--- config.mk ---
export PLATFORM = sky130hd
export DESIGN_NAME = poh_regbank
export DESIGN_NICKNAME = d
export VERILOG_FILES = /design/src/logic/poh_pkg.sv /design/src/logic/poh_cfg_if.sv /design/src/logic/poh_decode.sv /design/src/logic/poh_regbank.sv
export SDC_FILE = /design/constraint.sdc
export NUM_CORES = 1
export LEC_CHECK = 0
export BUFFER_PORTS_ARGS = -buffer_cell sky130_fd_sc_hd__buf_2
export CORE_MARGIN = 1.5
export CORE_UTILIZATION = 50
export CTS_BUF_LIST = sky130_fd_sc_hd__clkbuf_16
export DETAILED_ROUTE_END_ITERATION = 10
export PLACE_DENSITY = 0.72
export SETUP_SLACK_MARGIN = 0.02
export SLEW_MARGIN = 20
export SYNTH_ARGS = -nofsm -noshare
export SYNTH_HDL_FRONTEND = slang
export SYNTH_SLANG_ARGS = --single-unit
--- constraint.sdc ---
create_clock -name MCLK -period 2.3 [get_ports MCLK]
set_clock_uncertainty 0.15 [all_clocks]
set_input_delay 0.115 -clock MCLK [delete_from_list [all_inputs] [get_ports MCLK]]
set_output_delay 0.115 -clock MCLK [all_outputs]
set_load 0.05 [all_outputs]
--- src/logic/poh_pkg.sv ---
// Purpose: Constants for the port-4 output conditioning and hot-plug register bank.
// Assumes: Byte-wide registers reached over the two-wire serial control bus.
// Notes:   Every offset, field position, reset value and code is named here once.
// Notes on behaviour
// - Bit 7 selects open-drain or double-termination drive.
// - Bits 6:4 pick pre-emphasis; 1xx means 6 dB.
// - Bits 3:2 adjust swing around nominal 500 mV.
// - Bits 1:0 adjust slew: nominal, +5%, +10%.
// - Hot-plug bit 7 inverts the source hot-plug output.
// - Hot-plug bits 3:0 show live sink inputs, read-only.
// - With detection on, unplugged ports idle; termination off once no sink is plugged.
package poh_pkg;

    ////////////////////////////////////////////////////////////////////////////////
    // Register map.
    localparam logic [7:0] OFF_PORT4_COND   = 8'h05; // Port 4 output conditioning.
    localparam logic [7:0] OFF_HOTPLUG      = 8'h06; // Hot-plug control and status.
    localparam logic [7:0] OFF_RESERVED     = 8'h07; // Reserved spare byte.
    localparam logic [7:0] RST_PORT4_COND   = 8'h00; // Power-up value of conditioning.
    localparam logic       RST_HP_INVERT    = 1'h0;  // Power-up value of the invert bit.

    ////////////////////////////////////////////////////////////////////////////////
    // Field positions.
    localparam int COND_MODE_BIT   = 7; // Driver mode bit.
    localparam int COND_PE_MSB     = 6; // Pre-emphasis field, top bit.
    localparam int COND_PE_LSB     = 4; // Pre-emphasis field, bottom bit.
    localparam int COND_SW_MSB     = 3; // Swing field, top bit.
    localparam int COND_SW_LSB     = 2; // Swing field, bottom bit.
    localparam int COND_SL_MSB     = 1; // Slew field, top bit.
    localparam int COND_SL_LSB     = 0; // Slew field, bottom bit.
    localparam int HP_INVERT_BIT   = 7; // Source hot-plug polarity bit.
    localparam int NUM_SINKS       = 4; // Sink hot-plug inputs, bits 3:0.

    ////////////////////////////////////////////////////////////////////////////////
    // Serial bus framing.
    localparam logic [2:0] DEV_ADDR_HI    = 3'h5;  // Fixed upper address bits 101.
    localparam logic [3:0] BITS_PER_BYTE  = 4'h8;  // Data bits before an acknowledge.

    ////////////////////////////////////////////////////////////////////////////////
    // Decoded settings.
    typedef enum logic [2:0] {PE_0DB, PE_1P5DB, PE_2P5DB, PE_3P5DB, PE_6DB} poh_preemp_t;
    typedef enum logic [1:0] {SW_NOMINAL, SW_MINUS10, SW_PLUS10, SW_PLUS20} poh_swing_t;
    typedef enum logic [1:0] {SL_NOMINAL, SL_PLUS5, SL_PLUS10} poh_slew_t;

endpackage

--- src/logic/poh_cfg_if.sv ---
// Purpose: Carries stored register contents to the decoder and decoded settings back.
// Assumes: Both ends run on the same clock.
// Notes:   The bank owns the register side, the decoder owns the decoded side.
`timescale 1ns/1ps
interface poh_cfg_if;
    logic [7:0]          cond;        // Port 4 conditioning byte.
    logic                hp_invert;   // Source hot-plug polarity bit.
    logic [3:0]          sinks;       // Live sink hot-plug inputs.
    logic                detect_en;   // Connection detection enable.
    logic                double_term; // Double-termination drive selected.
    poh_pkg::poh_preemp_t preemp;     // Decoded pre-emphasis level.
    logic                high_swing;  // 750 mVpp swing forced by 6 dB.
    poh_pkg::poh_swing_t swing;       // Decoded swing adjustment.
    poh_pkg::poh_slew_t  slew;        // Decoded slew adjustment.
    logic                src_hp;      // Source hot-plug level.
    logic [3:0]          port_active; // Per-port active state.
    logic                term_on;     // Input termination enabled.

    // Register bank side.
    modport bank (output cond, hp_invert, sinks, detect_en,
                  input double_term, preemp, high_swing, swing, slew, src_hp,
                  port_active, term_on);
    // Decoder side.
    modport dec (input cond, hp_invert, sinks, detect_en,
                 output double_term, preemp, high_swing, swing, slew, src_hp,
                 port_active, term_on);
endinterface

--- src/logic/poh_decode.sv ---
// Purpose: Turns the stored bytes and sink inputs into conditioning and hot-plug levels.
// Assumes: Pure combinational; the top registers every result.
// Notes:   The source hot-plug follows the OR of the four sink inputs.
`timescale 1ns/1ps
module poh_decode (
    // Register contents in, decoded settings out.
    poh_cfg_if.dec cfg
);

    ////////////////////////////////////////////////////////////////////////////////
    // Output driver conditioning.
    always_comb begin
        // Mode bit picks double termination when set.
        cfg.double_term = cfg.cond[poh_pkg::COND_MODE_BIT];
        // Any value with the top bit set means 6 dB at the wider swing.
        cfg.high_swing  = cfg.cond[poh_pkg::COND_PE_MSB];
        if (cfg.cond[poh_pkg::COND_PE_MSB]) begin
            cfg.preemp = poh_pkg::PE_6DB;
        end else begin
            cfg.preemp = poh_pkg::poh_preemp_t'({1'b0,
                cfg.cond[poh_pkg::COND_PE_MSB-1:poh_pkg::COND_PE_LSB]});
        end
        // Swing codes map one to one onto the adjustment steps.
        cfg.swing = poh_pkg::poh_swing_t'(
            cfg.cond[poh_pkg::COND_SW_MSB:poh_pkg::COND_SW_LSB]);
        // Slew codes 01 and 10 share the +5% step.
        unique case (cfg.cond[poh_pkg::COND_SL_MSB:poh_pkg::COND_SL_LSB])
            2'h0: cfg.slew = poh_pkg::SL_NOMINAL;
            2'h1,
            2'h2: cfg.slew = poh_pkg::SL_PLUS5;
            2'h3: cfg.slew = poh_pkg::SL_PLUS10;
        endcase
    end

    ////////////////////////////////////////////////////////////////////////////////
    // Hot-plug forwarding and connection detection.
    always_comb begin
        // Polarity bit set gives the inverse of the sink state.
        cfg.src_hp = (|cfg.sinks) ^ cfg.hp_invert;
        // With detection off every port stays active and termination stays on.
        cfg.port_active = cfg.detect_en ? cfg.sinks : 4'hf;
        cfg.term_on     = !cfg.detect_en || (|cfg.sinks);
    end

endmodule

--- src/logic/poh_regbank.sv ---
// Purpose: Serial-bus slave holding the port 4 conditioning and hot-plug bytes.
// Assumes: SCL and SDA are synchronous to MCLK and much slower than it.
// Notes:   SDA is open drain; SDA_OE high pulls the line low.
`timescale 1ns/1ps
module poh_regbank (
    // Clock and reset.
    input  wire logic       MCLK,
    input  wire logic       RST,
    // Serial control bus.
    input  wire logic       SCL_IN,
    input  wire logic       SDA_IN,
    output wire logic       SDA_OUT,
    output wire logic       SDA_OE,
    input  wire logic [3:0] I2C_ADR,
    // Hot-plug pins and detection control.
    input  wire logic [3:0] SINK_HOTPLUG_INPUTS,
    input  wire logic       CONN_DETECT_EN,
    output logic            SOURCE_HOTPLUG_OUTPUT,
    // Port 4 driver conditioning.
    output logic            DRIVER_DOUBLE_TERM,
    output logic [2:0]      PREEMP_LEVEL,
    output logic            PREEMP_HIGH_SWING,
    output logic [1:0]      SWING_ADJUST,
    output logic [1:0]      SLEW_ADJUST,
    // Port activity and input termination.
    output logic [3:0]      PORT_ACTIVE,
    output logic            INPUT_TERM_ON
);

    ////////////////////////////////////////////////////////////////////////////////
    // Declarations.
    typedef enum {ST_IDLE, ST_ADDR, ST_ADDR_ACK, ST_OFFS, ST_OFFS_ACK,
                  ST_WDATA, ST_WDATA_ACK, ST_RDATA, ST_RDATA_ACK} poh_state_t;

    poh_state_t  state_q;      // Transfer state.
    logic        scl_q;        // Previous SCL sample, for edges.
    logic        sda_q;        // Previous SDA sample, for edges.
    logic [7:0]  shift_q;      // Receive and transmit shift register.
    logic [3:0]  cnt_q;        // Bits moved in the current byte.
    logic [7:0]  ptr_q;        // Register offset pointer.
    logic        rw_q;         // Direction bit of the address byte.
    logic        mack_q;       // Host acknowledged the last read byte.
    logic        oe_q;         // Pulling SDA low.
    logic [7:0]  cond_q;       // Port 4 conditioning register.
    logic        hp_inv_q;     // Source hot-plug polarity bit.
    logic        scl_rise;     // SCL rising edge.
    logic        scl_fall;     // SCL falling edge.
    logic        start_cond;   // SDA falls with SCL high.
    logic        stop_cond;    // SDA rises with SCL high.
    logic [7:0]  rd_byte;      // Byte a read would send now, status bits live.
    poh_cfg_if   cfg ();       // Link to the decoder.

    ////////////////////////////////////////////////////////////////////////////////
    // Read decode, used for the first byte and for every following one.
    function automatic logic [7:0] read_reg(input logic [7:0] off, input logic [7:0] cond,
                                            input logic inv, input logic [3:0] sinks);
        logic [7:0] val;
        val = 8'h00;
        if (off == poh_pkg::OFF_PORT4_COND) begin
            val = cond;
        end else if (off == poh_pkg::OFF_HOTPLUG) begin
            // Reserved bits 6:4 read zero; sink bits are sampled live.
            val = {inv, 3'h0, sinks};
        end
        return val;
    endfunction

    ////////////////////////////////////////////////////////////////////////////////
    // Bus edge and framing detection.
    assign scl_rise   = SCL_IN && !scl_q;
    assign scl_fall   = !SCL_IN && scl_q;
    assign start_cond = SCL_IN && scl_q && sda_q && !SDA_IN;
    assign stop_cond  = SCL_IN && scl_q && !sda_q && SDA_IN;

    // One shared read decode; its top bit also sets the first driven level.
    assign rd_byte = read_reg(ptr_q, cond_q, hp_inv_q, SINK_HOTPLUG_INPUTS);

    // Keep the previous pin levels; idle bus is high.
    always_ff @(posedge MCLK) begin
        if (RST) begin
            scl_q <= 1'b1;
            sda_q <= 1'b1;
        end else begin
            scl_q <= SCL_IN;
            sda_q <= SDA_IN;
        end
    end

    ////////////////////////////////////////////////////////////////////////////////
    // Transfer sequencing: sample on SCL rise, change SDA on SCL fall.
    always_ff @(posedge MCLK) begin
        if (RST) begin
            state_q <= ST_IDLE;
            shift_q <= 8'h00;
            cnt_q   <= 4'h0;
            ptr_q   <= 8'h00;
            rw_q    <= 1'b0;
            mack_q  <= 1'b0;
            oe_q    <= 1'b0;
        end else if (start_cond) begin
            // A start, repeated or not, always begins a new address byte.
            state_q <= ST_ADDR;
            cnt_q   <= 4'h0;
            oe_q    <= 1'b0;
        end else if (stop_cond) begin
            // A stop frees the line and ends the transfer.
            state_q <= ST_IDLE;
            oe_q    <= 1'b0;
        end else if (scl_rise) begin
            // Receive states shift in data; the read acknowledge is sampled here.
            unique case (state_q)
                ST_ADDR, ST_OFFS, ST_WDATA: begin
                    shift_q <= {shift_q[6:0], SDA_IN};
                    cnt_q   <= cnt_q + 4'h1;
                end
                ST_RDATA_ACK: mack_q <= !SDA_IN;
                default: ;
            endcase
        end else if (scl_fall) begin
            unique case (state_q)
                ST_IDLE: ;
                ST_ADDR: if (cnt_q == poh_pkg::BITS_PER_BYTE) begin
                    // Answer only our own address.
                    if (shift_q[7:1] == {poh_pkg::DEV_ADDR_HI, I2C_ADR}) begin
                        state_q <= ST_ADDR_ACK;
                        rw_q    <= shift_q[0];
                        oe_q    <= 1'b1;
                    end else begin
                        state_q <= ST_IDLE;
                    end
                end
                ST_ADDR_ACK: begin
                    cnt_q <= 4'h0;
                    if (rw_q) begin
                        // Read continues from the current pointer.
                        shift_q <= rd_byte;
                        oe_q    <= !rd_byte[7];
                        cnt_q   <= 4'h1;
                        state_q <= ST_RDATA;
                    end else begin
                        oe_q    <= 1'b0;
                        state_q <= ST_OFFS;
                    end
                end
                ST_OFFS: if (cnt_q == poh_pkg::BITS_PER_BYTE) begin
                    ptr_q   <= shift_q;
                    oe_q    <= 1'b1;
                    state_q <= ST_OFFS_ACK;
                end
                ST_WDATA: if (cnt_q == poh_pkg::BITS_PER_BYTE) begin
                    // Data byte lands at the pointer, which then steps on.
                    ptr_q   <= ptr_q + 8'h01;
                    oe_q    <= 1'b1;
                    state_q <= ST_WDATA_ACK;
                end
                ST_OFFS_ACK, ST_WDATA_ACK: begin
                    cnt_q   <= 4'h0;
                    oe_q    <= 1'b0;
                    state_q <= ST_WDATA;
                end
                ST_RDATA: if (cnt_q == poh_pkg::BITS_PER_BYTE) begin
                    // Release the line for the host's acknowledge.
                    oe_q    <= 1'b0;
                    ptr_q   <= ptr_q + 8'h01;
                    state_q <= ST_RDATA_ACK;
                end else begin
                    shift_q <= {shift_q[6:0], 1'b0};
                    oe_q    <= !shift_q[6];
                    cnt_q   <= cnt_q + 4'h1;
                end
                ST_RDATA_ACK: if (mack_q) begin
                    shift_q <= rd_byte;
                    oe_q    <= !rd_byte[7];
                    cnt_q   <= 4'h1;
                    state_q <= ST_RDATA;
                end else begin
                    // No acknowledge ends the read; wait for stop.
                    state_q <= ST_IDLE;
                end
            endcase
        end
    end

    ////////////////////////////////////////////////////////////////////////////////
    // Register writes, taken when a data byte completes.
    always_ff @(posedge MCLK) begin
        if (RST) begin
            cond_q   <= poh_pkg::RST_PORT4_COND;
            hp_inv_q <= poh_pkg::RST_HP_INVERT;
        end else if (scl_fall && !start_cond && !stop_cond && state_q == ST_WDATA
                     && cnt_q == poh_pkg::BITS_PER_BYTE) begin
            if (ptr_q == poh_pkg::OFF_PORT4_COND) begin
                cond_q <= shift_q;
            end else if (ptr_q == poh_pkg::OFF_HOTPLUG) begin
                // Only the polarity bit is stored; status and reserved bits drop.
                hp_inv_q <= shift_q[poh_pkg::HP_INVERT_BIT];
            end
            // Reserved and unmapped offsets take no write.
        end
    end

    ////////////////////////////////////////////////////////////////////////////////
    // Decoder and registered outputs.
    assign cfg.cond      = cond_q;
    assign cfg.hp_invert = hp_inv_q;
    assign cfg.sinks     = SINK_HOTPLUG_INPUTS;
    assign cfg.detect_en = CONN_DETECT_EN;
    assign SDA_OUT       = 1'b0;
    assign SDA_OE        = oe_q;

    poh_decode u_decode (
        .cfg (cfg.dec)
    );

    // Every pin-level result is registered once after decoding.
    always_ff @(posedge MCLK) begin
        if (RST) begin
            DRIVER_DOUBLE_TERM    <= 1'b0;
            PREEMP_LEVEL          <= 3'h0;
            PREEMP_HIGH_SWING     <= 1'b0;
            SWING_ADJUST          <= 2'h0;
            SLEW_ADJUST           <= 2'h0;
            SOURCE_HOTPLUG_OUTPUT <= 1'b0;
            PORT_ACTIVE           <= 4'h0;
            INPUT_TERM_ON         <= 1'b0;
        end else begin
            DRIVER_DOUBLE_TERM    <= cfg.double_term;
            PREEMP_LEVEL          <= cfg.preemp;
            PREEMP_HIGH_SWING     <= cfg.high_swing;
            SWING_ADJUST          <= cfg.swing;
            SLEW_ADJUST           <= cfg.slew;
            SOURCE_HOTPLUG_OUTPUT <= cfg.src_hp;
            PORT_ACTIVE           <= cfg.port_active;
            INPUT_TERM_ON         <= cfg.term_on;
        end
    end

endmodule

After elaboration in Yosys (flattened, before gate mapping)
Index checks and enable logic that the tools add are counted.

Register bits: 81. Word-level logic and storage cells: 151. Output and inout port bits: 17. Input bits: 13.

Bitwise gates (word level): 5. Equal/unequal tests: 33. Mux-type cells: 41. $add $sub $neg: 2. Reductions and logical operators: 49.

Operator list (number): one-hot mux 32 bit (7 select lines) (1); equality test 32 x 3 -> 1 bit, second input constant (4); two-way mux 32 bit (4); two-way mux 8 bit (10); equality test 32 x 2 -> 1 bit, second input constant (2); equality test 32 x 4 -> 1 bit, second input constant (2); AND reduction 7 bit (5); equality test 32 x 1 -> 1 bit, second input constant (1); two-way mux 4 bit (6); one-hot mux 8 bit (3 select lines) (1); equality test 8 x 3 -> 1 bit, second input constant (2); inequality test 4 bit, second input constant (4); one-hot mux 4 bit (4 select lines) (1); one-hot mux 8 bit (2 select lines) (1); inequality test 2 bit, second input constant (6); OR reduction 2 bit (6); logical AND 1 bit (11); two-way mux 1 bit (11); logical NOT 1 bit (9); two-way mux 3 bit (3); inequality test 3 bit, second input constant (3); nonzero test 9 bit (1); adder 8 x 1 -> 8 bit, second input constant (1); AND reduction 8 bit (1); 26 further kinds (34).

Longest topological paths before layout
Word-level depth: 9. Mapped depth: 9. Mapped depth without buffers: 7.

By module
From an unflattened synthesis, not the netlist that was laid out.

Cells, all modules: 355. Area total of the unflattened synthesis: 2984.1 sq um.

By module, submodules not included: poh_regbank (cells an instance 340, instances 1, area each 2872.8 sq um); poh_decode (cells an instance 15, instances 1, area each 111.4 sq um).

Least setup slack after synthesis
No wires, ideal clock.

Path kind: register to register. Start point: register scl_q. End point: register ptr_q[0]. Arrival: 1.942 ns. Path buffers: 2. Required time: 2.076 ns. Clock period less this slack: 2.166 ns. Cell stages (with the launch flop): 10. Slack: 0.134 ns. Library setup time: 0.074 ns. Path through: dfxtp_1 inv_1 ha_1 buf_4 nor2b_1 nand2_1 or3_1 clkbuf_1 or3_1 a31oi_1.

Longest elaborated chain between the ends: 5.

RTL lines: from (decl) (line poh_regbank.sv:36) `logic scl_q;`; from (signal assigned) (line poh_regbank.sv:81) `scl_q <= 1'b1;`; from (signal assigned) (line poh_regbank.sv:84) `scl_q <= SCL_IN;`; logical AND 1 bit (line poh_regbank.sv:72, poh_regbank.sv:73); logical AND 1 bit (on tied branches) (2 in series) (line poh_regbank.sv:73, poh_regbank.sv:72); inverter 1 bit (no line); AND reduction 7 bit (no line) (*); to (signal assigned) (line poh_regbank.sv:146) `ptr_q <= shift_q;`; to (signal assigned) (line poh_regbank.sv:152) `ptr_q <= ptr_q + 8'h01;`; to (signal assigned) (line poh_regbank.sv:164) `ptr_q <= ptr_q + 8'h01;`; to (decl) (line poh_regbank.sv:40) `logic [7:0] ptr_q;`.

Mark *: on every way between the ends. The rest lies on a longest branch, timed or not. A chain may end at the register's enable or synchronous reset.

Worst setup path after layout
Start point: register ptr_q[0]. End point: register hp_inv_q, in the netlist cfg.hp_invert.

Longest elaborated chain between the ends: 3.

RTL lines: equality test 8 x 3 -> 1 bit (line poh_regbank.sv:192) `if (ptr_q == poh_pkg::OFF_PORT4_COND) begin`; inverter 1 bit (no line); AND reduction 3 bit (no line) (*); to (signal assigned) (line poh_regbank.sv:189) `hp_inv_q <= poh_pkg::RST_HP_INVERT;`; to (signal assigned) (line poh_regbank.sv:196) `hp_inv_q <= shift_q[poh_pkg::HP_INVERT_BIT];`; to (decl) (line poh_regbank.sv:45) `logic hp_inv_q;`.

Marks and branches as above.

==> reports/metrics.yaml <==
status: "finished clean"
total_power_w: 0.00190
r2r_slack_ps: 90
fin_nets: 401
cts_buffers: 5
vias_per_cell: 5.72
p_per_area_nw_per_um2: 563
ys_ff_latch: 52
syn-cell-area_um2: 2900
netlist_instances: 337
dp.cells: 437
yosysSeqAreaShare_pct: 35.9
power.share.clock_pct: 40.0
gp_congestion: 0.844
yosys-top-cells-count: "52 x dfxtp_1, 29 x a21oi_1, 26 x nand2_1, 25 x nor2_1, 20 x o21ai_0"
cts-htree-levels: 2
ant_nets: 0
vias: 2584
fin_area_um2: 3370
end_kind: "flip-flop"
required_ps: 2330
p_sw_w: 0.000496
grt_overflow: 0
fmaxAchievable_mhz: 452
relSlewSlack_pct: 60.0
drc: 0
drv_cap: 0
rr_startpoint: "ptr_q[0]$_SDFFE_PP0P_"
cts.sinks: 52
grt_util_met1_pct: 29.3
synthesis.nets: 359
min_to: "INPUT_TERM_ON$_SDFF_PP0_"
crit_family: "simple AND/OR/NAND/NOR gates"
core_um2: 5540
num_antenna_cells: 0
met3_usage_pct: 4.94
synth_most_common_cell: "dfxtp_1"
ios: 30
fill_cells: 513
p_seq_share_pct: 49.1
first_global_vias: 2490
synthTopCellsByArea: "dfxtp_1 36%, a21oi_1 5.0%, mux2i_1 4.1%"
arrival_ps: 2240
setup_viol: 0
fp-row-count: 27
rsz0062_at_grt: "yes"
die_w_um: 79.2
pwr-share-comb_pct: 10.9
ys_types: 64
insertion_delay_ps: 290
avgRoutedWirePerCell_um: 15.8
cts_root_buffer: "clkbuf_16"
reg2regPathDepth: 6
avgSynthCellArea_um2: 8.61
grt_usage_pct: 24.0
slew_viol_final: 0
drt-total-wl_um: 7130
cp_slowest_stage_delay_ps: 530
cts_tree: "built"
synth-edff-count: 0
portBuffers: 28
start_util_pct: 52.4
period_minus_slack_ps: 2210
critPathMaxFanout: 6
synth_flop_cell: "dfxtp_1"
hold_path_class: "input port to flip-flop"
seq_area_um2: 1040
synthArstFlopShare_pct: 0
sw_frac_of_total_pct: 26.1
ys_warn_count: 0
clock_path_buffers: 2
p_int_w: 0.00140
ir_drop_v: 0.000364
hold_viol: 0
grt_pass1_wl_um: 11800
finalNonFillerCells: 452
top_usage_layer: "met2"
clk_pin_slew_ps: 70
drtPass1Iterations: 4
p_leak_nw: 1.35
dpl_cell_area_um2: 3140
area_growth_pct: 16.3
synth.largest_area_cell: "dfxtp_1"
grt_antenna_before_repair: 0
tns_ps: 0
synth_top_area_share_pct: 35.9
crit_chain: "ha_1 > or2b_1 > or4_4 > nor4b_4 > mux2i_1 > nor2_1"
path_class: "flip-flop to flip-flop"
min_path_cells: 3
critical-path-slowest-cell: "or4_4"
tightestPinTransition_ps: 593
r2r_end: "cfg.hp_invert$_SDFFE_PP0P_"
post-cts-setup-buffers: 0
path_buf_inv: 0
min_from: "SINK_HOTPLUG_INPUTS[1]"
drive_gt1_share_pct: 21.6
period_share_pct: 96.2
drt_iter0_markers: 199
die_area_um2: 6270
grt_max_degree: 33
chipHeight_um: 79.2
critPathLaunchType: "flip-flop"
multiInputGateArea_um2: 1670
hpwl_um: 5040
use_met2_pct: 41.6
cell type report:
cell class              count  share of cell area, %
multi-input cells         249                   49.5
flip-flops and latches     52                   31.0
clock inverters             3                  0.742
inverters                  16                   1.78
clock buffers               5                   3.71
well taps                  72                   2.67
repair buffers             55                   10.7
worst max-delay path by stage:
stage	end	start	slack, ps	cells past startpoint
after floorplan	ptr_q[0]$_SDFFE_PP0P_	scl_q$_SDFF_PP1_	130	9
after global placement	cfg.hp_invert$_SDFFE_PP0P_	ptr_q[7]$_SDFFE_PP0P_	100	5
after detailed placement	cfg.hp_invert$_SDFFE_PP0P_	ptr_q[7]$_SDFFE_PP0P_	70	5
after CTS	cfg.hp_invert$_SDFFE_PP0P_	ptr_q[7]$_SDFFE_PP0P_	70	5
after global routing	cnt_q[2]$_SDFFE_PP0P_	cnt_q[0]$_SDFFE_PP0P_	-10	7
final	cfg.hp_invert$_SDFFE_PP0P_	ptr_q[0]$_SDFFE_PP0P_	90	6
registers in the layout, indices dropped and copies added (netlist names), 2 cells and up:
name          count
ptr_q             8
PORT_ACTIVE       4
SWING_ADJUST      2
state_q           4
cfg.cond          8
SLEW_ADJUST       2
PREEMP_LEVEL      3
shift_q           8
cnt_q             4
logic make-up after synthesis:
kind of cell               synth area share (%)
muxes                                      4.14
buffers and inverters                      7.03
other                                     0.129
xor gates and xnor gates                   1.81
adders and majority gates                  3.88
DFF                                        35.9
and+or+nand+nor                            25.8
AOI/OAI and AO/OA                          21.4
per-layer routing:
metal / vias up / share of wire [%]
met5: - / 0
met4: 0 / 1.6
met3: 11 / 4.6
li1: 1288 / -
met1: 1219 / 44
met2: 66 / 49
what timing repair did:
| item | 4_1_cts | 5_1_grt |
|---|---|---|
| endpoints found under the setup margin | 0 | 13 |
| resized for setup | 0 | 7 |
| hold buffers | 7 | 0 |
| endpoints found under the hold margin | 6 | 0 |
worst reg2reg max path: stages, from the launching register on:
cell	delay (ps)
dfxtp_1	380
ha_1	270
or2b_1	230
or4_4	530
nor4b_4	280
mux2i_1	210
nor2_1	50
power by group through the flow:
stage | sequential, W | combinational (W) | clock, W
global route | 0.000935 | 0.000226 | 0.000826
floorplan | 0.000976 | 0.000116 | 0
detailed placement | 0.000954 | 0.000192 | 0
global placement | 0.000954 | 0.000189 | 0
CTS | 0.000933 | 0.000202 | 0.000777
finish | 0.000933 | 0.000206 | 0.000760
stage by stage:
| step | hold WS, ps | utilization (%) | setup WS [ps] |
|---|---|---|---|
| after CTS | 20.0 | 60.6 | 65.1 |
| after global placement | 184 | 56.7 | 105 |
| after global routing | 64.3 | 60.9 | -10.1 |
| final | 26.5 | 60.9 | 88.4 |
| after detailed placement | 188 | 56.7 | 71.5 |
| after floorplan | 54.5 | - | 134 |
placed cells by master (no fill, tap or decap), types with 8 or more instances in the layout:
master   count
dfxtp_1     49
o21ai_0     20
ha_1         8
nand3_1      9
nand2_1     26
nor2b_1      9
buf_2       28
mux2i_1     12
nor2_1      25
a21oi_1     29
buf_4       20
inv_1       16
Power figures use the tool's default switching activity.
